--- config.mk ---
export PLATFORM = sky130hd
export DESIGN_NAME = dsp_ctrl
export DESIGN_NICKNAME = d
export VERILOG_FILES = /design/src/dsp_ctrl_pkg.sv /design/src/dsp_ctrl.sv
export SDC_FILE = /design/constraint.sdc
export NUM_CORES = 2
export LEC_CHECK = 0
export BUFFER_PORTS_ARGS = -buffer_cell sky130_fd_sc_hd__buf_4
export CORE_MARGIN = 2
export CORE_UTILIZATION = 50
export CTS_BUF_LIST = sky130_fd_sc_hd__clkbuf_4
export DETAILED_ROUTE_END_ITERATION = 16
export PLACE_DENSITY = 0.78
export SLEW_MARGIN = 10
export SYNTH_ARGS = -nofsm -noshare
export SYNTH_HDL_FRONTEND = slang
export SYNTH_SLANG_ARGS = --single-unit
export TNS_END_PERCENT = 50
--- constraint.sdc ---
create_clock -name SYS_CLK_I -period 12.45 [get_ports SYS_CLK_I]
set_clock_uncertainty 0.2 [all_clocks]
set_input_delay 0.6225 -clock SYS_CLK_I [delete_from_list [all_inputs] [get_ports SYS_CLK_I]]
set_output_delay 0.6225 -clock SYS_CLK_I [all_outputs]
set_load 0.02 [all_outputs]
--- src/dsp_ctrl_pkg.sv ---
package dsp_ctrl_pkg;
	// data-mapped register addresses
	localparam logic [15:0] ADDR_RX_DATA = 16'h0000;
	localparam logic [15:0] ADDR_TX_DATA = 16'h0001;
	localparam logic [15:0] ADDR_COUNT = 16'h0002;
	localparam logic [15:0] ADDR_PERIOD = 16'h0003;
	localparam logic [15:0] ADDR_MASK = 16'h0004;
	localparam logic [15:0] ADDR_SHARED = 16'h0005;
	// reset values
	localparam logic [15:0] COUNT_RESET = 16'hFFFF;
	localparam logic [15:0] PERIOD_RESET = 16'hFFFF;
	localparam logic [15:0] MASK_RESET = 16'h0000;
	localparam logic [7:0] SHARED_RESET = 8'h00;
	localparam logic [1:0] MAP_RESET = 2'h0;
	// interrupt mask bit positions, also priority order (low index wins)
	localparam int IRQ_EXT0 = 0;
	localparam int IRQ_EXT1 = 1;
	localparam int IRQ_EXT2 = 2;
	localparam int IRQ_TIMER = 3;
	localparam int IRQ_RX = 4;
	localparam int IRQ_TX = 5;
	localparam int IRQ_COUNT = 6;
	// vector slots: reset at 0, trap last, two words each
	localparam logic [15:0] VEC_RESET = 16'h0000;
	localparam logic [15:0] VEC_FIRST_IRQ = 16'h0002;
	localparam logic [15:0] VEC_TRAP = 16'h001E;
	localparam int VEC_STRIDE_SHIFT = 1;
	// auxiliary register update modes
	typedef enum logic [2:0] {
		AUX_NONE, AUX_INC, AUX_DEC, AUX_ADD_IDX, AUX_SUB_IDX, AUX_REV_INC, AUX_REV_DEC
	} aux_mode_t;
	// product shift modes
	typedef enum logic [1:0] {SHIFT_NONE, SHIFT_LEFT1, SHIFT_LEFT4, SHIFT_RIGHT6} prod_shift_t;
	localparam logic [7:0] REPEAT_RESET = 8'h00;
endpackage

--- src/dsp_ctrl.sv ---
`timescale 1ns/1ns
module dsp_ctrl
	import dsp_ctrl_pkg::*;
(
	input wire logic SYS_CLK_I,
	input wire logic NRST_I,
	// multiplier
	input wire logic MUL_LOAD_OPERAND_I,
	input wire logic [15:0] MUL_OPERAND_I,
	input wire logic MUL_START_I,
	input wire logic [15:0] MUL_DATA_I,
	input wire logic MUL_UNSIGNED_I,
	input wire logic MUL_SET_SHIFT_I,
	input wire logic [1:0] MUL_SHIFT_I,
	output logic [31:0] PRODUCT_SHIFTED_O,
	// ram map select
	input wire logic MAP_SELECT_I,
	input wire logic [1:0] MAP_CODE_I,
	output logic [3:0] BLOCK_IS_PROGRAM_O,
	// data access from the core
	input wire logic ACC_REQ_I,
	input wire logic ACC_WRITE_I,
	input wire logic ACC_INDIRECT_I,
	input wire logic [6:0] ACC_OFFSET_I,
	input wire logic [15:0] ACC_WDATA_I,
	input wire logic [2:0] AUX_MODE_I,
	input wire logic [2:0] AUX_NEXT_PTR_I,
	input wire logic AUX_LOAD_I,
	input wire logic [15:0] AUX_LOAD_DATA_I,
	input wire logic PAGE_LOAD_I,
	input wire logic [8:0] PAGE_I,
	input wire logic [15:0] RX_DATA_I,
	input wire logic RX_DATA_LOAD_I,
	output logic [15:0] ACC_RDATA_O,
	output logic ACC_DONE_O,
	output logic ACC_EXTERNAL_O,
	output logic [15:0] DATA_ADDR_O,
	output logic [15:0] TX_DATA_O,
	// external bus
	input wire logic READY_I,
	input wire logic NHOLD_I,
	output logic NSHARED_BUS_REQUEST_O,
	output logic NEXTERNAL_BUS_GRANT_ACK_O,
	output logic BUS_OE_O,
	output logic [15:0] EXT_ADDR_O,
	// repeat and interrupts
	input wire logic REPEAT_LOAD_I,
	input wire logic [7:0] REPEAT_VALUE_I,
	input wire logic INSTR_DONE_I,
	input wire logic MULTICYCLE_I,
	input wire logic [2:0] NEXT_INTERRUPT_INPUTS_I,
	input wire logic RX_EVENT_I,
	input wire logic TX_EVENT_I,
	input wire logic TRAP_I,
	input wire logic IRQ_ACK_I,
	output logic REPEAT_ACTIVE_O,
	output logic SINGLE_CYCLE_REPEAT_O,
	output logic IRQ_TAKE_O,
	output logic [15:0] IRQ_VECTOR_O,
	output logic COUNTDOWN_INTERRUPT_O
);

	logic [15:0] multiplier_operand_reg;
	logic [31:0] multiplier_result_reg;
	logic [1:0] shift_mode_reg;
	logic [15:0] countdown_value_reg;
	logic [15:0] reload_period_reg;
	logic [15:0] interrupt_mask_reg;
	logic [7:0] shared_memory_size_reg;
	logic [15:0] serial_receive_data_reg;
	logic [15:0] serial_send_data_reg;
	logic [1:0] map_reg;
	logic [8:0] page_reg;
	logic [2:0] aux_pointer_select;
	logic [15:0] aux_address_regs [8];
	logic [7:0] repeat_count_reg;
	logic repeat_active_reg;
	logic [IRQ_COUNT-1:0] pending_reg;
	logic hold_ack_reg;
	logic [15:0] rdata_reg;
	logic [15:0] addr_reg;
	logic [2:0] ext_prev_reg;
	logic timer_zero;
	logic [15:0] addr_next;
	logic is_shared;
	logic is_mapped;
	logic acc_done;
	logic [IRQ_COUNT-1:0] irq_live;
	logic [15:0] vector_next;
	logic irq_any;

	// ------------------------------------------------------------
	// helpers
	// ------------------------------------------------------------
	function automatic logic [15:0] bit_rev_step(input logic [15:0] a, input logic [15:0] idx,
		input logic dec);
		logic [15:0] ra;
		logic [15:0] ri;
		ra = {<<{a}};
		ri = {<<{idx}};
		return {<<{dec ? 16'(ra - ri) : 16'(ra + ri)}};
	endfunction

	function automatic logic [31:0] shift_product(input logic [31:0] p, input logic [1:0] m);
		case (m)
			2'd1: return {p[30:0], 1'b0};
			2'd2: return {p[27:0], 4'h0};
			2'd3: return {{6{p[31]}}, p[31:6]};
			default: return p;
		endcase
	endfunction

	// ------------------------------------------------------------
	// multiplier
	// ------------------------------------------------------------
	always_ff @(posedge SYS_CLK_I or negedge NRST_I)
	begin
		if (!NRST_I)
		begin
			multiplier_operand_reg <= 16'h0000;
			multiplier_result_reg <= 32'h0000_0000;
			shift_mode_reg <= 2'h0;
		end
		else
		begin
			if (MUL_LOAD_OPERAND_I)
				multiplier_operand_reg <= MUL_OPERAND_I;
			if (MUL_SET_SHIFT_I)
				shift_mode_reg <= MUL_SHIFT_I;
			if (MUL_START_I)
				multiplier_result_reg <= MUL_UNSIGNED_I ?
					{16'h0000, multiplier_operand_reg} * {16'h0000, MUL_DATA_I} :
					{{16{multiplier_operand_reg[15]}}, multiplier_operand_reg} *
					{{16{MUL_DATA_I[15]}}, MUL_DATA_I};
		end
	end

	always_ff @(posedge SYS_CLK_I or negedge NRST_I)
	begin
		if (!NRST_I)
			PRODUCT_SHIFTED_O <= 32'h0000_0000;
		else
			PRODUCT_SHIFTED_O <= shift_product(multiplier_result_reg, shift_mode_reg);
	end

	// ------------------------------------------------------------
	// addressing
	// ------------------------------------------------------------
	// page concat or current aux register
	assign addr_next = ACC_INDIRECT_I ? aux_address_regs[aux_pointer_select] :
		{page_reg, ACC_OFFSET_I};
	assign is_mapped = addr_next <= ADDR_SHARED;
	// shared region is the top size*256 words of data space
	assign is_shared = !is_mapped && (shared_memory_size_reg != 8'h00) &&
		(addr_next[15:8] >= 8'(8'h00 - shared_memory_size_reg));
	assign acc_done = ACC_REQ_I && (is_mapped || READY_I) && !hold_ack_reg;
	assign ACC_DONE_O = acc_done;
	assign ACC_EXTERNAL_O = ACC_REQ_I && !is_mapped;
	assign NSHARED_BUS_REQUEST_O = !(ACC_REQ_I && is_shared && !hold_ack_reg);
	assign DATA_ADDR_O = addr_reg;
	assign EXT_ADDR_O = addr_reg;

	always_ff @(posedge SYS_CLK_I or negedge NRST_I)
	begin
		if (!NRST_I)
		begin
			page_reg <= 9'h000;
			aux_pointer_select <= 3'h0;
			addr_reg <= 16'h0000;
			for (int i = 0; i < 8; i++)
				aux_address_regs[i] <= 16'h0000;
		end
		else
		begin
			if (PAGE_LOAD_I)
				page_reg <= PAGE_I;
			if (ACC_REQ_I)
				addr_reg <= addr_next;
			if (AUX_LOAD_I)
				aux_address_regs[aux_pointer_select] <= AUX_LOAD_DATA_I;
			else if (acc_done && ACC_INDIRECT_I)
			begin
				case (aux_mode_t'(AUX_MODE_I))
					AUX_INC: aux_address_regs[aux_pointer_select] <= 16'(addr_next + 16'h0001);
					AUX_DEC: aux_address_regs[aux_pointer_select] <= 16'(addr_next - 16'h0001);
					AUX_ADD_IDX: aux_address_regs[aux_pointer_select] <=
						16'(addr_next + aux_address_regs[0]);
					AUX_SUB_IDX: aux_address_regs[aux_pointer_select] <=
						16'(addr_next - aux_address_regs[0]);
					AUX_REV_INC: aux_address_regs[aux_pointer_select] <=
						bit_rev_step(addr_next, aux_address_regs[0], 1'b0);
					AUX_REV_DEC: aux_address_regs[aux_pointer_select] <=
						bit_rev_step(addr_next, aux_address_regs[0], 1'b1);
					default: ;
				endcase
				aux_pointer_select <= AUX_NEXT_PTR_I;
			end
		end
	end

	// ------------------------------------------------------------
	// mapped registers and timer
	// ------------------------------------------------------------
	// zero detect drives reload next cycle
	assign timer_zero = countdown_value_reg == 16'h0000;

	always_ff @(posedge SYS_CLK_I or negedge NRST_I)
	begin
		if (!NRST_I)
		begin
			countdown_value_reg <= COUNT_RESET;
			reload_period_reg <= PERIOD_RESET;
			interrupt_mask_reg <= MASK_RESET;
			shared_memory_size_reg <= SHARED_RESET;
			serial_receive_data_reg <= 16'h0000;
			serial_send_data_reg <= 16'h0000;
			rdata_reg <= 16'h0000;
		end
		else
		begin
			if (timer_zero)
				countdown_value_reg <= reload_period_reg;
			else
				countdown_value_reg <= 16'(countdown_value_reg - 16'h0001);
			if (RX_DATA_LOAD_I)
				serial_receive_data_reg <= RX_DATA_I;
			if (acc_done && is_mapped && ACC_WRITE_I)
			begin
				case (addr_next)
					ADDR_RX_DATA: serial_receive_data_reg <= ACC_WDATA_I;
					ADDR_TX_DATA: serial_send_data_reg <= ACC_WDATA_I;
					ADDR_COUNT: countdown_value_reg <= ACC_WDATA_I;
					ADDR_PERIOD: reload_period_reg <= ACC_WDATA_I;
					ADDR_MASK: interrupt_mask_reg <= ACC_WDATA_I;
					ADDR_SHARED: shared_memory_size_reg <= ACC_WDATA_I[7:0];
					default: ;
				endcase
			end
			if (acc_done && is_mapped && !ACC_WRITE_I)
			begin
				case (addr_next)
					ADDR_RX_DATA: rdata_reg <= serial_receive_data_reg;
					ADDR_TX_DATA: rdata_reg <= serial_send_data_reg;
					ADDR_COUNT: rdata_reg <= countdown_value_reg;
					ADDR_PERIOD: rdata_reg <= reload_period_reg;
					ADDR_MASK: rdata_reg <= interrupt_mask_reg;
					ADDR_SHARED: rdata_reg <= {8'h00, shared_memory_size_reg};
					default: rdata_reg <= 16'h0000;
				endcase
			end
		end
	end
	assign ACC_RDATA_O = rdata_reg;
	assign TX_DATA_O = serial_send_data_reg;

	// ------------------------------------------------------------
	// ram map
	// ------------------------------------------------------------
	// reset to all-data
	always_ff @(posedge SYS_CLK_I or negedge NRST_I)
	begin
		if (!NRST_I)
			map_reg <= MAP_RESET;
		else if (MAP_SELECT_I)
			map_reg <= MAP_CODE_I;
	end

	always_comb
	begin
		case (map_reg)
			2'd1: BLOCK_IS_PROGRAM_O = 4'b0001;
			2'd2: BLOCK_IS_PROGRAM_O = 4'b0011;
			2'd3: BLOCK_IS_PROGRAM_O = 4'b1011;
			default: BLOCK_IS_PROGRAM_O = 4'b0000;
		endcase
	end

	// ------------------------------------------------------------
	// hold and bus surrender
	// ------------------------------------------------------------
	// float bus, ack until hold released
	always_ff @(posedge SYS_CLK_I or negedge NRST_I)
	begin
		if (!NRST_I)
			hold_ack_reg <= 1'b0;
		else if (!NHOLD_I && !BUS_OE_O)
			hold_ack_reg <= 1'b1;
		else if (NHOLD_I)
			hold_ack_reg <= 1'b0;
	end

	// bus enable drops one cycle before acknowledge rises
	always_ff @(posedge SYS_CLK_I or negedge NRST_I)
	begin
		if (!NRST_I)
			BUS_OE_O <= 1'b0;
		else
			BUS_OE_O <= NHOLD_I && !hold_ack_reg;
	end
	assign NEXTERNAL_BUS_GRANT_ACK_O = !hold_ack_reg;

	// ------------------------------------------------------------
	// repeat
	// ------------------------------------------------------------
	always_ff @(posedge SYS_CLK_I or negedge NRST_I)
	begin
		if (!NRST_I)
		begin
			repeat_count_reg <= REPEAT_RESET;
			repeat_active_reg <= 1'b0;
		end
		else if (REPEAT_LOAD_I)
		begin
			repeat_count_reg <= REPEAT_VALUE_I;
			repeat_active_reg <= 1'b1;
		end
		else if (repeat_active_reg && INSTR_DONE_I)
		begin
			if (repeat_count_reg == 8'h00)
				repeat_active_reg <= 1'b0;
			else
				repeat_count_reg <= 8'(repeat_count_reg - 8'h01);
		end
	end
	assign REPEAT_ACTIVE_O = repeat_active_reg;
	assign SINGLE_CYCLE_REPEAT_O = repeat_active_reg && MULTICYCLE_I;

	// ------------------------------------------------------------
	// interrupts
	// ------------------------------------------------------------
	// timer zero raises the countdown event when mask bit IRQ_TIMER is set
	assign COUNTDOWN_INTERRUPT_O = timer_zero && interrupt_mask_reg[IRQ_TIMER];
	assign irq_live = pending_reg & interrupt_mask_reg[IRQ_COUNT-1:0];

	always_ff @(posedge SYS_CLK_I or negedge NRST_I)
	begin
		if (!NRST_I)
		begin
			pending_reg <= '0;
			ext_prev_reg <= 3'b111;
		end
		else
		begin
			ext_prev_reg <= NEXT_INTERRUPT_INPUTS_I;
			// set wins over acknowledge clear
			for (int i = 0; i < IRQ_COUNT; i++)
			begin
				if (IRQ_ACK_I && IRQ_TAKE_O && vector_next == 16'(VEC_FIRST_IRQ + (i << 1)))
					pending_reg[i] <= 1'b0;
				if ((i < 3 && ext_prev_reg[i] && !NEXT_INTERRUPT_INPUTS_I[i]) ||
					(i == IRQ_TIMER && timer_zero) || (i == IRQ_RX && RX_EVENT_I) ||
					(i == IRQ_TX && TX_EVENT_I))
					pending_reg[i] <= 1'b1;
			end
		end
	end

	always_comb
	begin
		vector_next = VEC_RESET;
		irq_any = 1'b0;
		for (int i = IRQ_COUNT - 1; i >= 0; i--)
		begin
			if (irq_live[i])
			begin
				vector_next = 16'(VEC_FIRST_IRQ + (i << VEC_STRIDE_SHIFT));
				irq_any = 1'b1;
			end
		end
		if (TRAP_I)
		begin
			vector_next = VEC_TRAP;
			irq_any = 1'b1;
		end
	end

	// hold off until instruction done, during repeat or wait states
	assign IRQ_TAKE_O = irq_any && INSTR_DONE_I && !repeat_active_reg &&
		!(ACC_REQ_I && !acc_done);
	always_ff @(posedge SYS_CLK_I or negedge NRST_I)
	begin
		if (!NRST_I)
			IRQ_VECTOR_O <= VEC_RESET;
		else
			IRQ_VECTOR_O <= vector_next;
	end

	// ------------------------------------------------------------
	// checks
	// ------------------------------------------------------------
	property p_reload;
		@(posedge SYS_CLK_I) disable iff (!NRST_I)
		(timer_zero && !(acc_done && is_mapped && ACC_WRITE_I)) |=>
			countdown_value_reg == $past(reload_period_reg);
	endproperty
	a_reload: assert property (p_reload) else $error("timer did not reload");

	property p_hold;
		@(posedge SYS_CLK_I) disable iff (!NRST_I)
		!NHOLD_I && !hold_ack_reg |=> ##[0:2] !NEXTERNAL_BUS_GRANT_ACK_O && !BUS_OE_O;
	endproperty
	a_hold: assert property (p_hold) else $error("hold not acknowledged");

	property p_irq_hold;
		@(posedge SYS_CLK_I) disable iff (!NRST_I)
		repeat_active_reg |-> !IRQ_TAKE_O;
	endproperty
	a_irq_hold: assert property (p_irq_hold) else $error("interrupt during repeat");

	property p_map;
		@(posedge SYS_CLK_I) disable iff (!NRST_I)
		!BLOCK_IS_PROGRAM_O[2];
	endproperty
	a_map: assert property (p_map) else $error("fixed block mapped as program");

	property p_count_step;
		@(posedge SYS_CLK_I) disable iff (!NRST_I)
		(!timer_zero && !(acc_done && is_mapped && ACC_WRITE_I)) |=>
			countdown_value_reg == 16'($past(countdown_value_reg) - 16'h0001);
	endproperty
	a_count_step: assert property (p_count_step) else $error("timer missed a step");

	property p_stall;
		@(posedge SYS_CLK_I) disable iff (!NRST_I)
		(ACC_REQ_I && ACC_EXTERNAL_O && !READY_I) |-> !ACC_DONE_O;
	endproperty
	a_stall: assert property (p_stall) else $error("external access ended without ready");
endmodule

==> results.tsv <==
metric	value	unit
post-synthesis compound-gate area fraction	16.0	%
die height	277	um
synthesized instance count	3987	
type of origin of the critical path	register	
CP Max Fanout	18	
HP Class	in2async	
H-tree lvl count	3	
RSZ-0062 raised after global routing	false	
DPL Wire Length	83500	um
pin count of the biggest net entering global routing	162	
Rel. slew slack	20.0	%
io pins	264	
final-report setup violation count	0	
Synth Area in XOR/XNOR	2.80	%
Critical Path Max Stage Delay	0.79	ns
Core Rows	100	
final WL	111000	um
post-DR vias/cell	6.03	
vias in the first global route	32700	
hold_buf cts	144	
CTS max path bufs	3	
slowest CP cell	dfrtp_1	
Final Max Tran Viols	0	
Most used DFF post-synth	dfrtp_1	
Nets	5020	
root buffer cell	clkbuf_4	
first-pass GRT wire length	179000	um
outcome	completed	
post-synthesis mux area share	7.80	%
synthesized-area fraction occupied by adder cells	27.1	%
CP dominant cell by count	fa_1	
Die X	277	um
CTS sink count	368	
Reg2Reg Depth	21	
Antenna Violating Nets Remaining	0	
Worst-Margin Slew	1.20	ns
starting density of the core	50.2	%
Mapped Area	0.0372	mm^2
via count	32200	
Resized Gates After CTS	0	
Skew-Pair Late Insertion Delay	0.94	ns
1st-iter DRT viols	3363	
EDFF count, synth	0	
wire length per cell	20.8	um
TritonCTS clock tree	built	
largest family of logic cells by synthesized area	adder cells	
final hold vios	0	
Seq/Total Area, Yosys	24.9	%
CP arrival	8.10	ns
grt ovf	0	
gr usage total	29.4	%
Hold Slack	0.0651	ns
Core Region	0.0741	mm^2
Largest register FFs	128	
Area growth syn-to-layout	13.6	%
Syn Area/Cell	9.33	um^2
setup TNS	0	ns
Final Critical Period	7.51	ns
Max Clk Rate	133	MHz
WS Path Type	reg2reg	
critical path cell sequence	nand2_1 -> fa_1 -> fa_1 -> inv_1 -> fa_1 -> inv_1 -> fa_1 -> fa_1 -> fa_1 -> inv_1 -> ha_1 -> a21oi_1 -> o21ai_0 -> a21oi_1 -> o21ai_0 -> a311oi_1 -> xnor2_1 -> o21ai_0 -> a21oi_1 -> nor2_1 -> dlygate4sd3_1	
Post-CTS Setup Inserts	0	
maxcap violations	0	
Reg clk slew, reported paths	0.08	ns
GP Congestion	1.04	
Critical Path End Type	register	
Yosys cell types	100	
Initial DRT Pass Iterations	8	
cts bufs inserted	99	
worst path required time	13.04	ns
Yosys warnings	0	
Async S/R FF share, synth	100	%
Synth area leaders	dfrtp_1, fa_1, ha_1	
simple-gate share of the synthesized area	12.9	%
PortBufs	250	
FILL cells	6399	
layout cells sized above 1	16.3	%
leading area contributor after synthesis	dfrtp_1	
initial antenna violation count	2	
drt drc	0	
share of the synthesized area in the top cell type	22.4	%
crit share post-route	60.3	%
Yosys reg bits	368	
Die ar.	0.0766	mm^2
## layout by cell type, fill, tap and decap left out, types with 33 or more instances in the layout
cell	Yosys	layout
inv_1	550	550
nand2_1	376	376
fa_1	370	370
dfrtp_1	333	332
o21ai_0	286	285
buf_4	33	281
ha_1	215	215
a21oi_1	209	209
nor2_1	195	194
clkbuf_4	0	149
dlygate4sd3_1	0	144
and2_1	130	130
mux2_2	121	121
xnor2_1	85	85
nand3_1	51	51
mux2i_1	51	51
a21o_1	48	48
nand2b_1	39	39
mux4_2	37	37
dfstp_2	35	35
xor2_1	34	34
nor3_1	33	33
## path summary, 6_finish.rpt
path	startpoint	to	slack, ns
min in group SYS_CLK_I	INSTR_DONE_I	REPEAT_ACTIVE_O$_DFFE_PN0P_	0.10
max in group asynchronous	NRST_I	PRODUCT_SHIFTED_O[10]$_DFF_PN0_	9.76
max	multiplier_operand_reg[11]$_DFFE_PN0P_	multiplier_result_reg[24]$_DFFE_PN0P_	4.94
max reg2reg	multiplier_operand_reg[11]$_DFFE_PN0P_	multiplier_result_reg[24]$_DFFE_PN0P_	4.94
min reg2reg	BUS_OE_O$_DFF_PN0_	hold_ack_reg$_DFFE_PN0P_	0.26
min	NRST_I	aux_address_regs[95]$_DFFE_PN0P_	0.07
## worst max-delay path, delay by kind of cell, from the launching register on
| family | cells | cell delay [ns] |
|---|---|---|
| xor+xnor | 1 | 0.19 |
| compound gates | 7 | 1.86 |
| buf+inv | 4 | 0.70 |
| simple gates | 2 | 0.25 |
| flops | 1 | 0.79 |
| fa+ha+maj | 7 | 3.42 |
## synthesized netlist by cell type, types with 39 or more instances
cell type	number
mux2_2	121
nand2b_1	39
a21oi_1	209
a21o_1	48
nand3_1	51
nand2_1	376
ha_1	215
and2_1	130
clkbuf_1	173
o21ai_0	286
mux2i_1	51
nor2_1	195
dfrtp_1	333
inv_1	550
fa_1	370
xnor2_1	85
## routing by layer
metal	GRT usage, %	share of wire [%]	vias to the layer above
met5	0	0	-
met3	6.68	10	364
met2	46.6	46	1813
met1	38.5	39	15800
li1	-	-	14200
met4	13.5	4.7	0
## cells by family (layout without fill, tap and decap cells)
family	count (synthesis)	in the layout
fa+ha+maj	585	585
compound gates	917	917
xor+xnor	119	119
flops	368	368
mux	223	223
buf+inv	788	1157
other cells	1	15
simple gates	986	986
## metrics by stage
| stage | util, % | worst slack (ns) | area (um^2) | instances |
|---|---|---|---|---|
| 2_1_floorplan | - | 5.64 | 37300 | 3999 |
| 3_3_place_gp | 53.4 | 5.16 | 39600 | 5020 |
| 3_5_place_dp | 53.4 | 5.00 | 39600 | 5020 |
| 4_1_cts | 57.1 | 5.02 | 42300 | 5337 |
| 5_1_grt | 57.1 | 4.63 | 42300 | 5339 |
| 6_report | 57.1 | 4.94 | 42300 | 5339 |
## final cells by class
cell class | count | area, um^2 | area share, %
clock buffer | 149 | 1120 | 2.65
antenna | 2 | 5.00 | 0.0118
multi-input combinational | 2843 | 24900 | 58.8
tap | 969 | 1210 | 2.87
clock inverter | 24 | 150 | 0.355
inverter | 557 | 2090 | 4.95
sequential | 368 | 9250 | 21.9
timing repair buffer | 427 | 3590 | 8.48
Power is not shown: default switching activity piles up to over one toggle a cycle in this logic, so the estimate is an artifact.
